===== src/logic/brw_pkg.sv =====
// Package of constants for the bus request watchdog.
`default_nettype none
package brw_pkg;
  localparam logic [15:0] ADDR_CMD = 16'hFA00;
  localparam logic [15:0] ADDR_TIMEOUT = 16'hFA01;
  localparam logic [15:0] ADDR_STATUS = 16'hFA02;
  localparam logic [15:0] ADDR_CONFIG = 16'hFA03;
  localparam logic [15:0] ADDR_IDLE = 16'hFA04;
  localparam logic [15:0] CMD_START = 16'h5555;
  localparam logic [15:0] CMD_STOP = 16'h55AA;
  localparam logic [15:0] CMD_RESET = 16'hAAAA;
  localparam logic [15:0] ST_NO_TIMEOUT = 16'hFFFF;
  localparam logic [15:0] ST_STOPPED = 16'h0000;
  localparam logic [15:0] ST_RUNNING = 16'h0001;
  localparam logic [15:0] ST_EXPIRED = 16'h0002;
  localparam logic [7:0] EXC_NONE = 8'h00;
  localparam logic [7:0] EXC_ILLEGAL_FUNC = 8'h01;
  localparam logic [7:0] EXC_ILLEGAL_VALUE = 8'h03;
  localparam int CFG_EXPLICIT_BIT = 0;
  localparam int CFG_STATUS_TRIG_BIT = 1;
  localparam int CFG_DROP_BIT = 2;
  localparam int CFG_SIMPLE_BIT = 7;
  localparam logic [15:0] CFG_MASK = 16'h0087;
  localparam logic [15:0] CFG_RESET = 16'h0004;
  localparam logic [15:0] TIMEOUT_RESET = 16'h0000;
  localparam logic [15:0] IDLE_RESET = 16'h0000;
  localparam int CLK_HZ = 40_000_000;
  localparam int TICK_MS = 1;
  localparam int TICK_CYCLES = CLK_HZ / 1000 * TICK_MS;
  localparam int IDLE_UNIT_MS = 10;
  typedef enum logic [1:0] {
    BRW_NO_TIMEOUT,
    BRW_STOPPED,
    BRW_RUNNING,
    BRW_EXPIRED
  } brw_state_t;
endpackage
`default_nettype wire


===== src/logic/brw_watchdog.sv =====
// Bus request watchdog: supervision state, config guard, idle timers.
// Functional notes
// Simple mode: config always readable and writable.
// Advanced: config write refused while running/expired.
// Bit0 clear: every request triggers except status.
// Bit0 set: only start command triggers, apart from status read per.
// Bit1 chooses whether status read triggers.
// Bit2 set: close all sessions on expiry.
// Bit7 selects simple or advanced mode.
// Simple mode: each trigger restarts, also expired.
// Simple mode stops only by leaving mode.
// Idle register counts in 10 ms units.
// Accepted connection starts timer if nonzero.
// Register changes spare already monitored connections.
// Silent connection is reset after interval.
// Timeout in ms; zero means unconfigured.
// Status codes FFFF, 0000, 0001, 0002.
// Start 5555, stop 55AA; stop refusals.
// Expired advanced leaves only by reset command.
// Millisecond tick drives counters; synchronous clear.
// Options act when set; unused bits read zero.
`default_nettype none
module brw_watchdog import brw_pkg::*; #(
  parameter int N_CONN = 4,
  parameter int TICK_LEN = TICK_CYCLES
) (
  input wire logic CLK,
  input wire logic RST_N,
  input wire logic SYNC_CLR,
  input wire logic REQ_VALID,
  input wire logic REQ_WRITE,
  input wire logic [15:0] REQ_ADDR,
  input wire logic [15:0] REQ_WDATA,
  output logic RSP_VALID,
  output logic [15:0] RSP_RDATA,
  output logic [7:0] RSP_EXC,
  input wire logic [N_CONN-1:0] CONN_ACCEPT,
  input wire logic [N_CONN-1:0] CONN_TELEGRAM,
  input wire logic [N_CONN-1:0] CONN_CLOSED,
  output logic [N_CONN-1:0] CONN_DROP,
  output logic DROP_ALL_SESSIONS,
  output logic [15:0] STATUS_CODE
);
  brw_state_t st_q, st_d;
  logic [15:0] cfg_q, cfg_d;
  logic [15:0] tmo_q, tmo_d;
  logic [15:0] idle_q, idle_d;
  logic [15:0] cnt_q, cnt_d;
  logic rsp_valid_q, rsp_valid_d;
  logic [15:0] rdata_q, rdata_d;
  logic [7:0] exc_q, exc_d;
  logic drop_all_q, drop_all_d;
  logic [N_CONN-1:0] drop_q, drop_d, conn_drop;
  logic tick, simple, locked, trigger, expire;
  logic is_wr, is_rd, status_acc;

  brw_tick #(
    .CYCLES(TICK_LEN)
  ) u_tick (
    .clk(CLK),
    .rst_n(RST_N),
    .sync_clr(SYNC_CLR),
    .tick(tick)
  );

  for (genvar i = 0; i < N_CONN; i++) begin : g_conn
    brw_conn u_conn (
      .clk(CLK),
      .rst_n(RST_N),
      .sync_clr(SYNC_CLR),
      .tick(tick),
      .accept(CONN_ACCEPT[i]),
      .idle_units(idle_q),
      .telegram(CONN_TELEGRAM[i]),
      .closed(CONN_CLOSED[i]),
      .drop(conn_drop[i])
    );
  end

  assign is_wr = REQ_VALID && REQ_WRITE;
  assign is_rd = REQ_VALID && !REQ_WRITE;
  assign status_acc = REQ_ADDR == ADDR_STATUS;
  assign simple = cfg_q[CFG_SIMPLE_BIT];
  assign locked = st_q == BRW_RUNNING || st_q == BRW_EXPIRED;

  // Trigger seen by the supervision counter for the current request.
  always_comb begin
    trigger = 1'b0;
    if (REQ_VALID) begin
      if (status_acc) begin
        trigger = is_rd && cfg_q[CFG_STATUS_TRIG_BIT];
      end else if (cfg_q[CFG_EXPLICIT_BIT]) begin
        trigger = is_wr && REQ_ADDR == ADDR_CMD
          && REQ_WDATA == CMD_START;
      end else begin
        trigger = 1'b1;
      end
    end
  end

  always_comb begin
    st_d = st_q;
    cfg_d = cfg_q;
    tmo_d = tmo_q;
    idle_d = idle_q;
    cnt_d = cnt_q;
    rsp_valid_d = REQ_VALID;
    rdata_d = 16'h0000;
    exc_d = EXC_NONE;
    expire = 1'b0;
    if (is_rd) begin
      unique case (REQ_ADDR)
        ADDR_TIMEOUT: rdata_d = tmo_q;
        ADDR_STATUS: rdata_d = STATUS_CODE;
        ADDR_CONFIG: rdata_d = cfg_q & CFG_MASK;
        ADDR_IDLE: rdata_d = idle_q;
        default: exc_d = EXC_ILLEGAL_FUNC;
      endcase
    end else if (is_wr) begin
      unique case (REQ_ADDR)
        ADDR_CMD: begin
          if (REQ_WDATA == CMD_START) begin
            if (st_q == BRW_NO_TIMEOUT
                || (st_q == BRW_EXPIRED && !simple)) begin
              exc_d = EXC_ILLEGAL_VALUE;
            end else begin
              st_d = BRW_RUNNING;
              cnt_d = tmo_q;
            end
          end else if (REQ_WDATA == CMD_STOP) begin
            if (simple || st_q == BRW_NO_TIMEOUT
                || st_q == BRW_EXPIRED) begin
              exc_d = EXC_ILLEGAL_VALUE;
            end else begin
              st_d = BRW_STOPPED;
            end
          end else if (REQ_WDATA == CMD_RESET) begin
            if (!simple && st_q == BRW_EXPIRED) begin
              st_d = BRW_STOPPED;
            end else begin
              exc_d = EXC_ILLEGAL_VALUE;
            end
          end else begin
            exc_d = EXC_ILLEGAL_VALUE;
          end
        end
        ADDR_TIMEOUT, ADDR_CONFIG: begin
          if (!simple && locked) begin
            exc_d = EXC_ILLEGAL_FUNC;
          end else begin
            if (REQ_ADDR == ADDR_CONFIG) begin
              cfg_d = REQ_WDATA & CFG_MASK;
            end else begin
              tmo_d = REQ_WDATA;
            end
          end
        end
        ADDR_IDLE: idle_d = REQ_WDATA;
        default: exc_d = EXC_ILLEGAL_FUNC;
      endcase
    end
    // Simple mode re-arms on any trigger, even after expiry.
    if (simple && trigger && tmo_q != 16'h0000) begin
      st_d = BRW_RUNNING;
      cnt_d = tmo_q;
    end else if (!simple && trigger && st_q == BRW_RUNNING
                 && st_d == BRW_RUNNING) begin
      cnt_d = tmo_q;
    end else if (st_q == BRW_RUNNING && st_d == BRW_RUNNING
                 && tick) begin
      if (cnt_q <= 16'h0001) begin
        st_d = BRW_EXPIRED;
        expire = 1'b1;
      end else begin
        cnt_d = cnt_q - 16'h0001;
      end
    end
    // Timeout value decides configured state; simple mode self-starts.
    if (tmo_d == 16'h0000) begin
      st_d = BRW_NO_TIMEOUT;
      expire = 1'b0;
    end else if (st_d == BRW_NO_TIMEOUT) begin
      st_d = cfg_d[CFG_SIMPLE_BIT] ? BRW_RUNNING : BRW_STOPPED;
      cnt_d = tmo_d;
    end else if (cfg_d[CFG_SIMPLE_BIT] && st_d == BRW_STOPPED) begin
      st_d = BRW_RUNNING;
      cnt_d = tmo_d;
    end
    drop_all_d = expire && cfg_q[CFG_DROP_BIT];
    drop_d = conn_drop;
    if (SYNC_CLR) begin
      st_d = BRW_NO_TIMEOUT;
      cfg_d = CFG_RESET;
      tmo_d = TIMEOUT_RESET;
      idle_d = IDLE_RESET;
      cnt_d = 16'h0000;
      drop_all_d = 1'b0;
      drop_d = '0;
    end
  end

  always_ff @(posedge CLK or negedge RST_N) begin
    if (!RST_N) begin
      st_q <= BRW_NO_TIMEOUT;
      cfg_q <= CFG_RESET;
      tmo_q <= TIMEOUT_RESET;
      idle_q <= IDLE_RESET;
      cnt_q <= 16'h0000;
      rsp_valid_q <= 1'b0;
      rdata_q <= 16'h0000;
      exc_q <= EXC_NONE;
      drop_all_q <= 1'b0;
      drop_q <= '0;
    end else begin
      st_q <= st_d;
      cfg_q <= cfg_d;
      tmo_q <= tmo_d;
      idle_q <= idle_d;
      cnt_q <= cnt_d;
      rsp_valid_q <= rsp_valid_d;
      rdata_q <= rdata_d;
      exc_q <= exc_d;
      drop_all_q <= drop_all_d;
      drop_q <= drop_d;
    end
  end

  always_comb begin
    unique case (st_q)
      BRW_NO_TIMEOUT: STATUS_CODE = ST_NO_TIMEOUT;
      BRW_STOPPED: STATUS_CODE = ST_STOPPED;
      BRW_RUNNING: STATUS_CODE = ST_RUNNING;
      BRW_EXPIRED: STATUS_CODE = ST_EXPIRED;
    endcase
  end

  assign RSP_VALID = rsp_valid_q;
  assign RSP_RDATA = rdata_q;
  assign RSP_EXC = exc_q;
  assign CONN_DROP = drop_q;
  assign DROP_ALL_SESSIONS = drop_all_q;

  a_cfg_write_lock: assert property (@(posedge CLK) disable iff (!RST_N)
    is_wr && REQ_ADDR == ADDR_CONFIG && !simple && locked && !SYNC_CLR
    |=> RSP_EXC == EXC_ILLEGAL_FUNC && $stable(cfg_q))
    else $error("locked config write not refused");
  a_cfg_simple_ok: assert property (@(posedge CLK) disable iff (!RST_N)
    is_wr && REQ_ADDR == ADDR_CONFIG && simple && !SYNC_CLR
    |=> RSP_EXC == EXC_NONE && cfg_q == ($past(REQ_WDATA) & CFG_MASK))
    else $error("simple mode config write lost");
  a_status_notrig: assert property (@(posedge CLK) disable iff (!RST_N)
    REQ_VALID && status_acc && !cfg_q[CFG_STATUS_TRIG_BIT]
    |-> !trigger)
    else $error("status access counted as trigger");
  a_explicit_only: assert property (@(posedge CLK) disable iff (!RST_N)
    cfg_q[CFG_EXPLICIT_BIT] && trigger
    |-> is_wr && REQ_WDATA == CMD_START)
    else $error("explicit mode trigger not a start");
  a_status_trig: assert property (@(posedge CLK) disable iff (!RST_N)
    is_rd && status_acc && cfg_q[CFG_STATUS_TRIG_BIT] |-> trigger)
    else $error("status read failed to trigger");
  a_expiry_drop: assert property (@(posedge CLK) disable iff (!RST_N)
    st_q == BRW_RUNNING ##1 st_q == BRW_EXPIRED && !$past(SYNC_CLR)
    |-> DROP_ALL_SESSIONS == $past(cfg_q[CFG_DROP_BIT]))
    else $error("session drop on expiry wrong");
  a_simple_rearm: assert property (@(posedge CLK) disable iff (!RST_N)
    simple && trigger && tmo_q != 16'h0000 && !SYNC_CLR
    && !(REQ_WRITE && REQ_ADDR == ADDR_TIMEOUT)
    |=> st_q == BRW_RUNNING && cnt_q == $past(tmo_q))
    else $error("simple trigger did not restart");
  a_no_timeout: assert property (@(posedge CLK) disable iff (!RST_N)
    tmo_q == 16'h0000 |-> STATUS_CODE == ST_NO_TIMEOUT)
    else $error("zero timeout not unconfigured");
  a_expired_hold: assert property (@(posedge CLK) disable iff (!RST_N)
    !simple && st_q == BRW_EXPIRED && !SYNC_CLR && tmo_d != 16'h0000
    && !cfg_d[CFG_SIMPLE_BIT]
    && !(is_wr && REQ_ADDR == ADDR_CMD && REQ_WDATA == CMD_RESET)
    |=> st_q == BRW_EXPIRED)
    else $error("expired left without reset command");
  // A stop command can never halt the simple mode supervision.
  a_stop_simple_refused: assert property (@(posedge CLK)
    disable iff (!RST_N)
    is_wr && REQ_ADDR == ADDR_CMD && REQ_WDATA == CMD_STOP && simple
    && !SYNC_CLR
    |=> RSP_EXC == EXC_ILLEGAL_VALUE && st_q == $past(st_q))
    else $error("stop accepted in simple mode");
  // Bits outside the option mask always read back as zero.
  a_cfg_read_mask: assert property (@(posedge CLK)
    disable iff (!RST_N)
    is_rd && REQ_ADDR == ADDR_CONFIG && !SYNC_CLR
    |=> (RSP_RDATA & ~CFG_MASK) == 16'h0000)
    else $error("unused config bits read nonzero");
endmodule
`default_nettype wire


===== src/logic/brw_tick.sv =====
// Prescaler that makes a one-cycle pulse every millisecond.
`default_nettype none
module brw_tick import brw_pkg::*; #(
  parameter int CYCLES = TICK_CYCLES
) (
  input wire logic clk,
  input wire logic rst_n,
  input wire logic sync_clr,
  output logic tick
);
  logic [31:0] cnt_q, cnt_d;

  always_comb begin
    cnt_d = cnt_q + 32'h0000_0001;
    if (sync_clr || cnt_q == 32'(CYCLES - 1)) begin
      cnt_d = 32'h0000_0000;
    end
  end

  always_ff @(posedge clk or negedge rst_n) begin
    if (!rst_n) begin
      cnt_q <= 32'h0000_0000;
    end else begin
      cnt_q <= cnt_d;
    end
  end

  assign tick = (cnt_q == 32'(CYCLES - 1)) && !sync_clr;
endmodule
`default_nettype wire


===== src/logic/brw_conn.sv =====
// Inactivity timer for one TCP connection, counting 10 ms units.
`default_nettype none
module brw_conn import brw_pkg::*; (
  input wire logic clk,
  input wire logic rst_n,
  input wire logic sync_clr,
  input wire logic tick,
  input wire logic accept,
  input wire logic [15:0] idle_units,
  input wire logic telegram,
  input wire logic closed,
  output logic drop
);
  logic active_q, active_d;
  logic [15:0] load_q, load_d;
  logic [15:0] units_q, units_d;
  logic [3:0] ms_q, ms_d;

  always_comb begin
    active_d = active_q;
    load_d = load_q;
    units_d = units_q;
    ms_d = ms_q;
    drop = 1'b0;
    if (sync_clr || closed) begin
      active_d = 1'b0;
    end else if (accept) begin
      active_d = idle_units != 16'h0000;
      load_d = idle_units;
      units_d = idle_units;
      ms_d = 4'h0;
    end else if (active_q && telegram) begin
      units_d = load_q;
      ms_d = 4'h0;
    end else if (active_q && tick) begin
      if (ms_q == 4'(IDLE_UNIT_MS - 1)) begin
        ms_d = 4'h0;
        if (units_q == 16'h0001) begin
          drop = 1'b1;
          active_d = 1'b0;
        end else begin
          units_d = units_q - 16'h0001;
        end
      end else begin
        ms_d = ms_q + 4'h1;
      end
    end
  end

  always_ff @(posedge clk or negedge rst_n) begin
    if (!rst_n) begin
      active_q <= 1'b0;
      load_q <= 16'h0000;
      units_q <= 16'h0000;
      ms_q <= 4'h0;
    end else begin
      active_q <= active_d;
      load_q <= load_d;
      units_q <= units_d;
      ms_q <= ms_d;
    end
  end

  a_conn_stale_load: assert property (@(posedge clk) disable iff (!rst_n)
    active_q && !accept |=> load_q == $past(load_q))
    else $error("monitored interval changed");
endmodule
`default_nettype wire


===== config.mk =====
export PLATFORM = sky130hd
export DESIGN_NAME = brw_watchdog
export DESIGN_NICKNAME = d
export VERILOG_FILES = /design/src/logic/brw_pkg.sv /design/src/logic/brw_watchdog.sv /design/src/logic/brw_tick.sv /design/src/logic/brw_conn.sv
export SDC_FILE = /design/constraint.sdc
export NUM_CORES = 1
export LEC_CHECK = 0
export BUFFER_PORTS_ARGS = -buffer_cell sky130_fd_sc_hd__clkbuf_2
export CORE_MARGIN = 3
export CORE_UTILIZATION = 50
export DETAILED_ROUTE_END_ITERATION = 6
export PLACE_DENSITY = 0.77
export SLEW_MARGIN = 0
export SYNTH_ARGS = -nofsm -noshare
export SYNTH_HDL_FRONTEND = slang
export SYNTH_SLANG_ARGS = --single-unit

===== constraint.sdc =====
create_clock -name CLK -period 4.39 [get_ports CLK]
set_input_delay 0.439 -clock CLK [delete_from_list [all_inputs] [get_ports CLK]]
set_output_delay 0.439 -clock CLK [all_outputs]
set_load 0.01 [all_outputs]

==> impl_metrics.csv, run 1 <==
group,metric,value,unit
cells_and_area,postLayoutCellArea,0.01613,sq mm
place,place_congestion,0.9077,
cells_and_area,finalCoreUtilization,0.5712,
route,wl_per_cell,19.67,um
floorplanning,die_width,176.6,um
sta,fin_tns_setup,0,ps
place,pre_cts_slack,700.1,ps
place,port-buffer-count,88,
cells_and_area,nFillCells,2437,
clocking,numCtsBuffers,28,
power_and_ir_drop,p_leak,7.164,nW
synthesis,synth_flop_cell,"dfrtp_1",
setup_path,critPathCaptureType,"flip-flop",
run,cap_viol_max_count,0,
synthesis,ys_seq_area_frac,0.4440,
power_and_ir_drop,p_clk_frac,0.415,
clocking,cts_tree,"built",
floorplanning,die-area,0.03117,sq mm
global_routing,grt_first_pass_wirelength,62330,um
place,dpl_cell_area,0.01515,sq mm
setup_path,worstReg2RegEnd,"cnt_q[9]",
global_routing,grt_pass1_vias,11640,
clocking,cts_buffer_depth,3,
synthesis,synth.avg_cell_area,9.323,sq um
global_routing,grt-ovfl-total,0,
global_routing,antenna_found_initial,0,
cells_and_area,area_growth,10.92,%
synthesis,ys_async_sr_fraction,1.000,
power_and_ir_drop,switching_share,0.2723,
floorplanning,start_util,0.5150,
clocking,postCtsSetupRepairBufs,0,
setup_path,critPathSlowestCell,"a21oi_2",
power_and_ir_drop,vdd_drop_max,0.3308,mV
clocking,insertion_delay,550,ps
cells_and_area,stdcell_count,1989,
synthesis,synthesis.area,0.01454,sq mm
floorplanning,fp-row-count,61,
setup_path,crit_type,"reg -> reg",
setup_path,critPathLaunchType,"flip-flop",
sta,worstMarginPinSlew,1190,ps
synthesis,synth_warnings,0,
cells_and_area,nets,1659,
route,drt_iter0_drc,1315,
sta,fin_skew,16.02,ps
cells_and_area,drive_above_1_share,0.1571,
place,post-place-cells,1935,
route,avgViaCountPerCell,6.276,
sta,finalCritPeriodShare,0.7782,
place,hpwl,26130,um
setup_path,r2r-start,"st_q[1]",
route,firstDrtPassIters,6,
global_routing,grt_max_degree,106,
sta,drv_slew,0,
setup_path,worstPathMaxFanout,16,
setup_path,crit_top_cell,"buf_4",
floorplanning,core,0.02824,sq mm
hold_path,hold_path_depth,2,
power_and_ir_drop,p_seq_frac,0.459,
power_and_ir_drop,p_int,4.323,mW
run_status,status,"complete, no violations",
setup_path,critical_path_required,4810,ps
sta,grt_setup_unrepaired,"no",
route,drcViolationCount,0,
clocking,cts.sinks,258,
route,vias,12480,
setup_path,crit_start,"st_q[1]",
route,routed_wl,39120,um
power_and_ir_drop,p_total,5.940,mW
hold_path,worstHoldPathType,"in -> reg",
floorplanning,die_h,176.6,um
route,postRouteAntennaNets,0,
power_and_ir_drop,p_switching,1.617,mW
power_and_ir_drop,powerDensity,368.2,mW/mm^2
sta,final.setup.worst_slack,973.5,ps
floorplanning,ios,95,
cells_and_area,regArea,0.006457,sq mm
cells_and_area,multi_input_area,0.007507,sq mm
sta,fmax,292.7,MHz
hold_path,hp-start,"CONN_CLOSED[3]",
setup_path,r2r_slack,970,ps
synthesis,synth_edf_count,0,
clocking,cts.clk_slew.worst_paths,70,ps
clocking,cts_root_buf,"clkbuf_16",
sta,slew_headroom,0.2067,
clocking,h-tree-depth,1,
synthesis,postSynthCellCount,1560,
setup_path,path_cells,"inv_1 -> ha_1 -> buf_4 -> nor3_1 -> and4_1 -> o2111ai_1 -> o211ai_1 -> a21oi_2 -> buf_4 -> a21oi_1 -> o311a_1",
synthesis,synth_cell_types,72,
hold_path,min_to,"CONN_DROP[3]",
setup_path,arrival,3840,ps
sta,fin_crit,3416,ps
global_routing,grt_use_total,0.2455,
sta,finalSetupViolCount,0,
sta,hold_violations,0,
setup_path,reg2reg_depth,11,
power_and_ir_drop,combPwrFrac,0.126,
sta,fin_worst_hold_slack,75.44,ps
synthesis,ys_ff_latch,258,
setup_path,slowest_delay,620,ps
-- synth_stat cells, types with 5 or more instances --
master	number	area (sq um)
mux2_2	69	777.0
clkbuf_1	88	330.3
ha_1	22	275.3
buf_1	6	22.52
nor3_1	41	205.2
nand4b_1	5	43.79
nand4_1	17	106.4
o211ai_1	20	150.1
nor4_1	39	244.0
or3_1	22	137.6
and2_1	14	87.58
nor3b_1	7	52.55
nand2_1	94	352.8
mux2i_1	22	220.2
nand3b_1	12	90.09
a222oi_1	14	140.1
dfrtp_1	257	6431
o21ai_0	61	305.3
o41ai_1	9	78.83
nand3_1	25	125.1
and3_1	16	100.1
or4_1	9	67.56
nor2_1	229	859.6
and4_1	10	87.58
nor2b_1	7	43.79
a311oi_1	9	78.83
buf_2	5	25.02
o2111ai_1	7	61.31
a22o_1	27	236.5
inv_1	23	86.33
o31ai_1	22	165.2
buf_4	19	142.6
xor2_1	37	324.1
xnor2_1	29	254.0
nand2b_1	17	106.4
o311a_1	8	80.08
a211oi_1	43	322.8
o21a_1	7	52.55
a21oi_1	129	645.6
-- cells by family (layout without fill, tap and decap cells) --
kind of cell               after synthesis  in the layout  synth area share
buffers and inverters                  143            188           0.04327
muxes                                   91             91           0.06857
DFF                                    258            258            0.4440
and+or+nand+nor                        588            588            0.2047
adders and majority gates               22             22           0.01893
AOI/OAI and AO/OA                      391            391            0.1805
other                                    1              7         0.0002578
xor gates and xnor gates                66             66           0.03975
-- placed cells by master (no fill, tap or decap), types with 20 or more instances in the layout --
cell type / netlist / layout
a211oi_1: 43 / 43
a21oi_1: 129 / 129
a22o_1: 27 / 27
buf_4: 19 / 24
clkbuf_16: 0 / 29
clkbuf_2: 0 / 87
dfrtp_1: 257 / 257
ha_1: 22 / 22
inv_1: 23 / 23
mux2_2: 69 / 69
mux2i_1: 22 / 22
nand2_1: 94 / 94
nand3_1: 25 / 25
nor2_1: 229 / 229
nor3_1: 41 / 39
nor4_1: 39 / 39
o211ai_1: 20 / 20
o21ai_0: 61 / 60
o31ai_1: 22 / 22
or3_1: 22 / 22
xnor2_1: 29 / 29
xor2_1: 37 / 37
-- registers in the layout (all words and copies together) (netlist names), 2 cells and up --
signal / flops
u_tick.cnt_q: 32
g_conn.u_conn.units_q: 64
RSP_RDATA: 16
g_conn.u_conn.active_q: 4
cnt_q: 16
tmo_q: 16
RSP_EXC: 2
cfg_q: 4
CONN_DROP: 4
idle_q: 16
g_conn.u_conn.load_q: 64
g_conn.u_conn.ms_q: 16
st_q: 2
-- how the worst max path moves through the flow --
stage          slack [ps]        end  depth (start not counted)
2_1_floorplan        1040  cnt_q[10]                         10
3_3_place_gp          760   cnt_q[9]                          8
3_5_place_dp          700   cnt_q[3]                          8
4_1_cts              1000   cnt_q[6]                          8
5_1_grt               730   cnt_q[8]                         10
6_report              970   cnt_q[9]                         11
-- power groups by stage --
stage / Clock (mW) / Sequential, mW / Combinational [mW]
3_3_place_gp: 0 / 2.75 / 0.706
5_1_grt: 2.59 / 2.75 / 0.846
3_5_place_dp: 0 / 2.76 / 0.734
6_report: 2.47 / 2.73 / 0.748
4_1_cts: 2.50 / 2.72 / 0.749
2_1_floorplan: 0 / 2.71 / 0.546
-- routing by layer --
layer / global-route usage / share of wire / vias to the layer above
li1: - / - / 5743
met1: 0.3498 / 0.43 / 6115
met2: 0.3867 / 0.46 / 528
met3: 0.03785 / 0.076 / 97
met4: 0.07954 / 0.032 / 0
met5: 0 / 0 / -
-- critical path: cells and delay by family (launching register included) --
family                     cells  cell delay [ps]
AOI/OAI and AO/OA              5             1750
buffers and inverters          3              620
DFF                            1              420
and+or+nand+nor                2              340
adders and majority gates      1              190
-- area by class of cell --
cell class	instances	share of cell area
Timing Repair Buffer	113	0.03971
Inverter	23	0.005352
Sequential cell	258	0.4003
Antenna cell	1	0.0001551
Tap cell	378	0.02932
Clock buffer	39	0.05042
Clock inverter	13	0.009385
Multi-Input combinational cell	1164	0.4654
-- repair_timing --
item	4_1_cts	5_1_grt
gates resized for setup	0	0
endpoints found under the hold margin	55	0
hold buffers	1	0
No activity file was read; power rests on OpenSTA's default activity.
==> run 2: changes to the inputs <==
==> constraint.sdc (replaced) <==
create_clock -name CLK -period 3.3 [get_ports CLK]
set_input_delay 0.33 -clock CLK [delete_from_list [all_inputs] [get_ports CLK]]
set_output_delay 0.33 -clock CLK [all_outputs]
set_load 0.01 [all_outputs]
==> run 2 against run 1 <==
  * The run now ends with DRC left
  * Final cell count increased by 0.80%
  * Critical path depth is 2 lower
  * Routed wire length is 0.43% higher
  * Utilization grew 0.90 points
==> impl_metrics.csv, run 2 (synthesis gave the netlist of run 1 again) <==
group,metric,value,unit
cells_and_area,drive_above_1_share,0.1684,
setup_path,critical_path_required,3740,ps
run_status,violations,"DRC",
route,vias,12500,
global_routing,grt-ovfl-total,0,
route,drcViolationCount,3,
run_status,status,"complete, but fails checks",
floorplanning,ios,95,
sta,fin_skew,14.97,ps
floorplanning,start_util,0.5150,
route,wl_per_cell,19.60,um
sta,finalCritPeriodShare,0.9173,
cells_and_area,top_regs,"g_conn.u_conn.load_q: 64 flops, g_conn.u_conn.units_q: 64 flops, u_tick.cnt_q: 32 flops",
place,hpwl,26730,um
setup_path,slowest_delay,500,ps
clocking,holdBufCountCts,2,
sta,slew_headroom,0.3081,
sta,fin_worst_hold_slack,39.04,ps
power_and_ir_drop,powerDensity,496.0,mW/mm^2
route,firstDrtPassIters,7,
global_routing,grt_pass1_vias,12010,
sta,drv_slew,0,
clocking,cts_tree,"built",
power_and_ir_drop,p_leak,7.291,nW
run,cap_viol_max_count,0,
clocking,insertion_delay,540,ps
place,port-buffer-count,88,
setup_path,crit_family,"simple AND/OR/NAND/NOR gates",
sta,grt_setup_unrepaired,"no",
setup_path,critPathLaunchType,"flip-flop",
global_routing,antenna_found_initial,0,
floorplanning,die_width,176.6,um
setup_path,path_buf_inv,2,
route,postRouteAntennaNets,0,
sta,fin_crit,3027,ps
setup_path,critPathCaptureType,"flip-flop",
clocking,numCtsBuffers,27,
route,drt_iter0_drc,1291,
sta,fin_tns_setup,0,ps
cells_and_area,nets,1678,
setup_path,path_cells,"nor4_1 -> nand4_1 -> nor3_1 -> buf_4 -> o21a_1 -> o211a_1 -> buf_4 -> nor2_1 -> a21oi_1",
setup_path,arrival,3470,ps
power_and_ir_drop,vdd_drop_max,0.3728,mV
clocking,ctsResizeCount,0,
global_routing,grt_max_degree,93,
setup_path,critPathSlowestCell,"o211a_1",
cells_and_area,finalCoreUtilization,0.5802,
cells_and_area,area_growth,12.66,%
floorplanning,fp-row-count,61,
hold_path,worstHoldPathType,"in -> reg",
route,routed_wl,39290,um
clocking,cts.sinks,258,
floorplanning,core,0.02824,sq mm
clocking,cts.clk_slew.worst_paths,70,ps
clocking,cts_buffer_depth,3,
setup_path,worstPathMaxFanout,17,
sta,hold_violations,0,
setup_path,crit_type,"reg -> reg",
clocking,cts_root_buf,"clkbuf_16",
sta,fmax,330.4,MHz
clocking,h-tree-depth,1,
cells_and_area,final_cell_mix,"257 x dfrtp_1, 229 x nor2_1, 129 x a21oi_1",
cells_and_area,final_common_cell,"dfrtp_1",
global_routing,grt_use_total,0.2517,
global_routing,grt_first_pass_wirelength,63890,um
cells_and_area,diodes,0,
route,avgViaCountPerCell,6.232,
setup_path,crit_top_cell,"buf_4",
sta,finalSetupViolCount,0,
sta,worstMarginPinSlew,1035,ps
place,place_congestion,0.9324,
floorplanning,die-area,0.03117,sq mm
clocking,postCtsSetupRepairBufs,0,
floorplanning,die_h,176.6,um
run 2: changes by cell type in the layout (fill, tap and decap cells not counted), sizes merged:
cell	change
clkinv	+1
bufinv	+5
buf	+19
clkinvlp	+2
diode	-1
clkbuf	-11
dlygate4sd3	+1
run 2: final timing paths:
check	start	end	slack, ps	depth (start not counted)
hold reg to reg	g_conn[0].u_conn.ms_q[3]	g_conn[0].u_conn.ms_q[3]	490	1
min in group asynchronous	RST_N	u_tick.cnt_q[16]	400	2
hold / removal	REQ_VALID	RSP_VALID	40	1
max in group asynchronous	RST_N	g_conn[0].u_conn.load_q[8]	2030	3
setup reg to reg	u_tick.cnt_q[20]	g_conn[3].u_conn.units_q[6]	270	9
setup / recovery	u_tick.cnt_q[20]	g_conn[3].u_conn.units_q[6]	270	9
run 2: area by class of cell:
type                            count  area (sq um)
Timing Repair Buffer              133         830.8
Multi-Input combinational cell   1164          7507
Clock inverter                     21         340.3
Clock buffer                       28         689.4
Sequential cell                   258          6457
Tap cell                          378         473.0
Inverter                           23         86.33
Fill cell                        2442         11860
run 2: power by group:
| part | internal, mW | switching [mW] |
|---|---|---|
| clock | 2.16 | 1.34 |
| sequential | 3.37 | 0.255 |
| combinational | 0.438 | 0.569 |
run 2: layer usage:
metal  track usage  vias up  share of wire
met2        0.4051      456           0.46
met3       0.04796       84          0.071
li1              -     5786              -
met5             0        -              0
met1        0.3453     6169           0.43
met4       0.08151        0          0.030
run 2: stage by stage:
step                      setup WS [ps]  power [mW]  instance area [sq um]  cells
after floorplan                   55.70       4.338                  14560   1565
after global placement            154.1       4.608                  15330   1954
after detailed placement          115.2       4.668                  15330   1954
after CTS                         268.9       8.175                  16380   2005
after global routing              46.03       8.480                  16380   2005
final                             272.9       8.127                  16380   2005
==> run 3: changes to the inputs <==
--- a/config.mk
+++ b/config.mk
@@ -9,8 +9,10 @@
 export CORE_MARGIN = 3
 export CORE_UTILIZATION = 50
 export DETAILED_ROUTE_END_ITERATION = 6
+export HOLD_SLACK_MARGIN = 0.05
 export PLACE_DENSITY = 0.77
 export SLEW_MARGIN = 0
 export SYNTH_ARGS = -nofsm -noshare
 export SYNTH_HDL_FRONTEND = slang
+export SYNTH_HIERARCHICAL = 1
 export SYNTH_SLANG_ARGS = --single-unit
==> run 3 against run 2 <==
  * The run now ends clean
  * Setup slack worse by 170 ps
  * Via count up 6.3%
  * Critical path depth up 1
==> impl_metrics.csv, run 3 <==
group,metric,value,unit
sta,slew_headroom,0.2987,
synthesis,synth_warnings,6,
sta,fin_tns_setup,0,ps
run,cap_viol_max_count,0,
sta,fin_skew,32.86,ps
route,firstDrtPassIters,5,
sta,worstMarginPinSlew,1049,ps
place,dpl_cell_area,0.01578,sq mm
floorplanning,start_util,0.5129,
clocking,numCtsBuffers,28,
clocking,cts_buffer_depth,3,
global_routing,grt_use_total,0.2621,
cells_and_area,area_growth,13.01,%
route,drt_iter0_drc,1463,
route,drcViolationCount,0,
synthesis,synthesis.area,0.01492,sq mm
floorplanning,die_width,178.7,um
global_routing,antenna_found_initial,0,
power_and_ir_drop,p_seq_frac,0.459,
route,postRouteAntennaNets,0,
sta,finalCritPeriodShare,0.9679,
global_routing,grt_max_degree,88,
synthesis,synth_cell_types,92,
clocking,cts.sinks,258,
power_and_ir_drop,p_switching,2.162,mW
cells_and_area,nFillCells,2500,
cells_and_area,diodes,0,
synthesis,synth_area_leader_cell,"dfrtp_1",
floorplanning,die-area,0.03195,sq mm
setup_path,worstReg2RegEnd,"g_conn[2].u_conn/units_q[2]",
cells_and_area,nets,1702,
synthesis,yosysMostFrequentCell,"dfrtp_1",
place,place_congestion,0.9904,
setup_path,critPathCaptureType,"flip-flop",
setup_path,r2r_slack,220,ps
route,wl_per_cell,20.75,um
cells_and_area,postLayoutCellArea,0.01686,sq mm
synthesis,yosys-top-cells-count,"257 x dfrtp_1, 143 x o21ai_0, 120 x nor2_1",
route,avgViaCountPerCell,6.526,
place,hpwl,28870,um
synthesis,ys_ff_latch,258,
floorplanning,fp-row-count,62,
hold_path,hp-start,"REQ_WDATA[11]",
sta,fin_crit,3194,ps
sta,final.setup.worst_slack,105.9,ps
synthesis,postSynthCellCount,1539,
cells_and_area,top_regs,"g_conn.u_conn/load_q: 64 flops, g_conn.u_conn/units_q: 64 flops, u_tick/cnt_q: 32 flops",
setup_path,critPathLaunchType,"input pin",
power_and_ir_drop,vdd_drop_max,0.3821,mV
hold_path,worstHoldPathType,"in -> reg",
clocking,cts_root_buf,"clkbuf_16",
synthesis,netlist_top_cells_area,"dfrtp_1 43%, mux2_2 6.0%, o21ai_0 4.8%",
floorplanning,core,0.02909,sq mm
sta,hold_violations,0,
route,vias,13280,
place,port-buffer-count,88,
sta,fmax,313.1,MHz
setup_path,arrival,3640,ps
power_and_ir_drop,p_leak,7.192,nW
global_routing,grt_pass1_vias,12770,
power_and_ir_drop,powerDensity,461.1,mW/mm^2
clocking,h-tree-depth,1,
power_and_ir_drop,p_int,5.613,mW
cells_and_area,drive_above_1_share,0.2138,
power_and_ir_drop,combPwrFrac,0.134,
synthesis,ys_async_sr_fraction,1.000,
hold_path,hold_path_depth,2,
run_status,status,"complete, no violations",
setup_path,reg2reg_depth,11,
global_routing,grt_first_pass_wirelength,67770,um
setup_path,crit_type,"in -> reg",
sta,fin_worst_hold_slack,66.22,ps
sta,drv_slew,0,
setup_path,worstPathMaxFanout,9,
clocking,cts.clk_slew.worst_paths,60,ps
floorplanning,die_h,178.7,um
synthesis,synth_edf_count,0,
cells_and_area,final_cell_mix,"257 x dfrtp_1, 143 x o21ai_0, 120 x nor2_1",
cells_and_area,finalCoreUtilization,0.5796,
cells_and_area,final_common_cell,"dfrtp_1",
setup_path,r2r-start,"u_tick/cnt_q[25]",
synthesis,ys_seq_area_frac,0.4328,
floorplanning,ios,95,
clocking,insertion_delay,560,ps
synthesis,synth.avg_cell_area,9.695,sq um
synthesis,netlist.area_leader.share,0.4310,
setup_path,critical_path_required,3750,ps
power_and_ir_drop,p_clk_frac,0.407,
route,routed_wl,42230,um
place,pre_cts_slack,93.94,ps
sta,finalSetupViolCount,0,
synthesis,synth_flop_cell,"dfrtp_1",
hold_path,min_to,"idle_q[11]",
power_and_ir_drop,switching_share,0.2781,
global_routing,grt-ovfl-total,0,
clocking,cts_tree,"built",
[run 3: cell count changes in the layout (fill, tap and decap cells not counted), moves of 22 or more]
cell,before,now
nor2_1,229,120
a31oi_1,2,26
nand4_1,17,39
xor2_1,37,7
o21ai_0,60,143
a21oi_1,129,71
[run 3: stage by stage]
step | instances | power (mW)
detailed placement | 1974 | 4.629
floorplan | 1544 | 4.306
global route | 2035 | 8.120
global placement | 1974 | 4.600
finish | 2035 | 7.775
CTS | 2035 | 7.813
[run 3: per-layer routing]
layer	vias up	GRT usage	wire [um]
met1	6542	0.3691	18150
met5	-	0	0
met3	104	0.04384	3348
li1	6038	-	-
met2	597	0.4118	19370
met4	0	0.08929	1362
[run 3: worst max path at each step]
stage,depth (start not counted),endpoint,slack (ps),start
floorplan,12,cnt_q[9],130,u_tick/cnt_q[0]
global placement,11,cnt_q[8],210,u_tick/cnt_q[17]
detailed placement,9,cnt_q[9],90,REQ_WDATA[9]
CTS,11,cnt_q[12],140,REQ_WDATA[9]
global route,11,cnt_q[11],-6,u_tick/cnt_q[25]
finish,10,cnt_q[6],110,REQ_WDATA[9]
[run 3: area by class of cell]
class / count / area, sq um / area share
Clock buffer: 34 / 743.2 / 0.04408
Sequential cell: 258 / 6457 / 0.3830
Tap cell: 384 / 480.5 / 0.02850
Clock inverter: 16 / 182.7 / 0.01083
Multi-Input combinational cell: 1152 / 7845 / 0.4653
Inverter: 33 / 123.9 / 0.007346
Timing Repair Buffer: 158 / 1028 / 0.06100
[run 3: worst max-delay path, stage by stage]
cell	delay, ps
dlygate4sd3_1	530
clkbuf_2	130
or4_4	580
or4_4	570
nor3_1	360
and3_1	250
a2bb2oi_2	130
nand2_2	200
mux2_2	350
a22o_2	220
[run 3: timing repair]
action,in CTS,in global routing
endpoints found under the hold margin,94,0
hold buffers,11,0
buffers inserted,0,0
gates resized for setup,0,9
setup endpoints to repair,0,35
[run 3: power groups by stage]
| stage | logic (mW) | registers (mW) | clock network, mW |
|---|---|---|---|
| global route | 1.16 | 3.60 | 3.36 |
| floorplan | 0.762 | 3.54 | 0 |
| finish | 1.04 | 3.57 | 3.16 |
| CTS | 1.03 | 3.56 | 3.22 |
| global placement | 0.994 | 3.61 | 0 |
| detailed placement | 1.02 | 3.61 | 0 |
[run 3: logic make-up (layout without fill, tap and decap cells)]
group                    after synthesis  after routing  synth area share
AND/OR/NAND/NOR                      525            525            0.1966
AO/OA/AOI/OAI                        467            467            0.2113
flip-flops                           258            258            0.4328
buffers and inverters                134            241           0.04730
multiplexers                         105            105           0.07740
XOR/XNOR                              27             27           0.01585
adder cells (fa/ha/maj)               22             22           0.01845
other                                  1              6         0.0002513
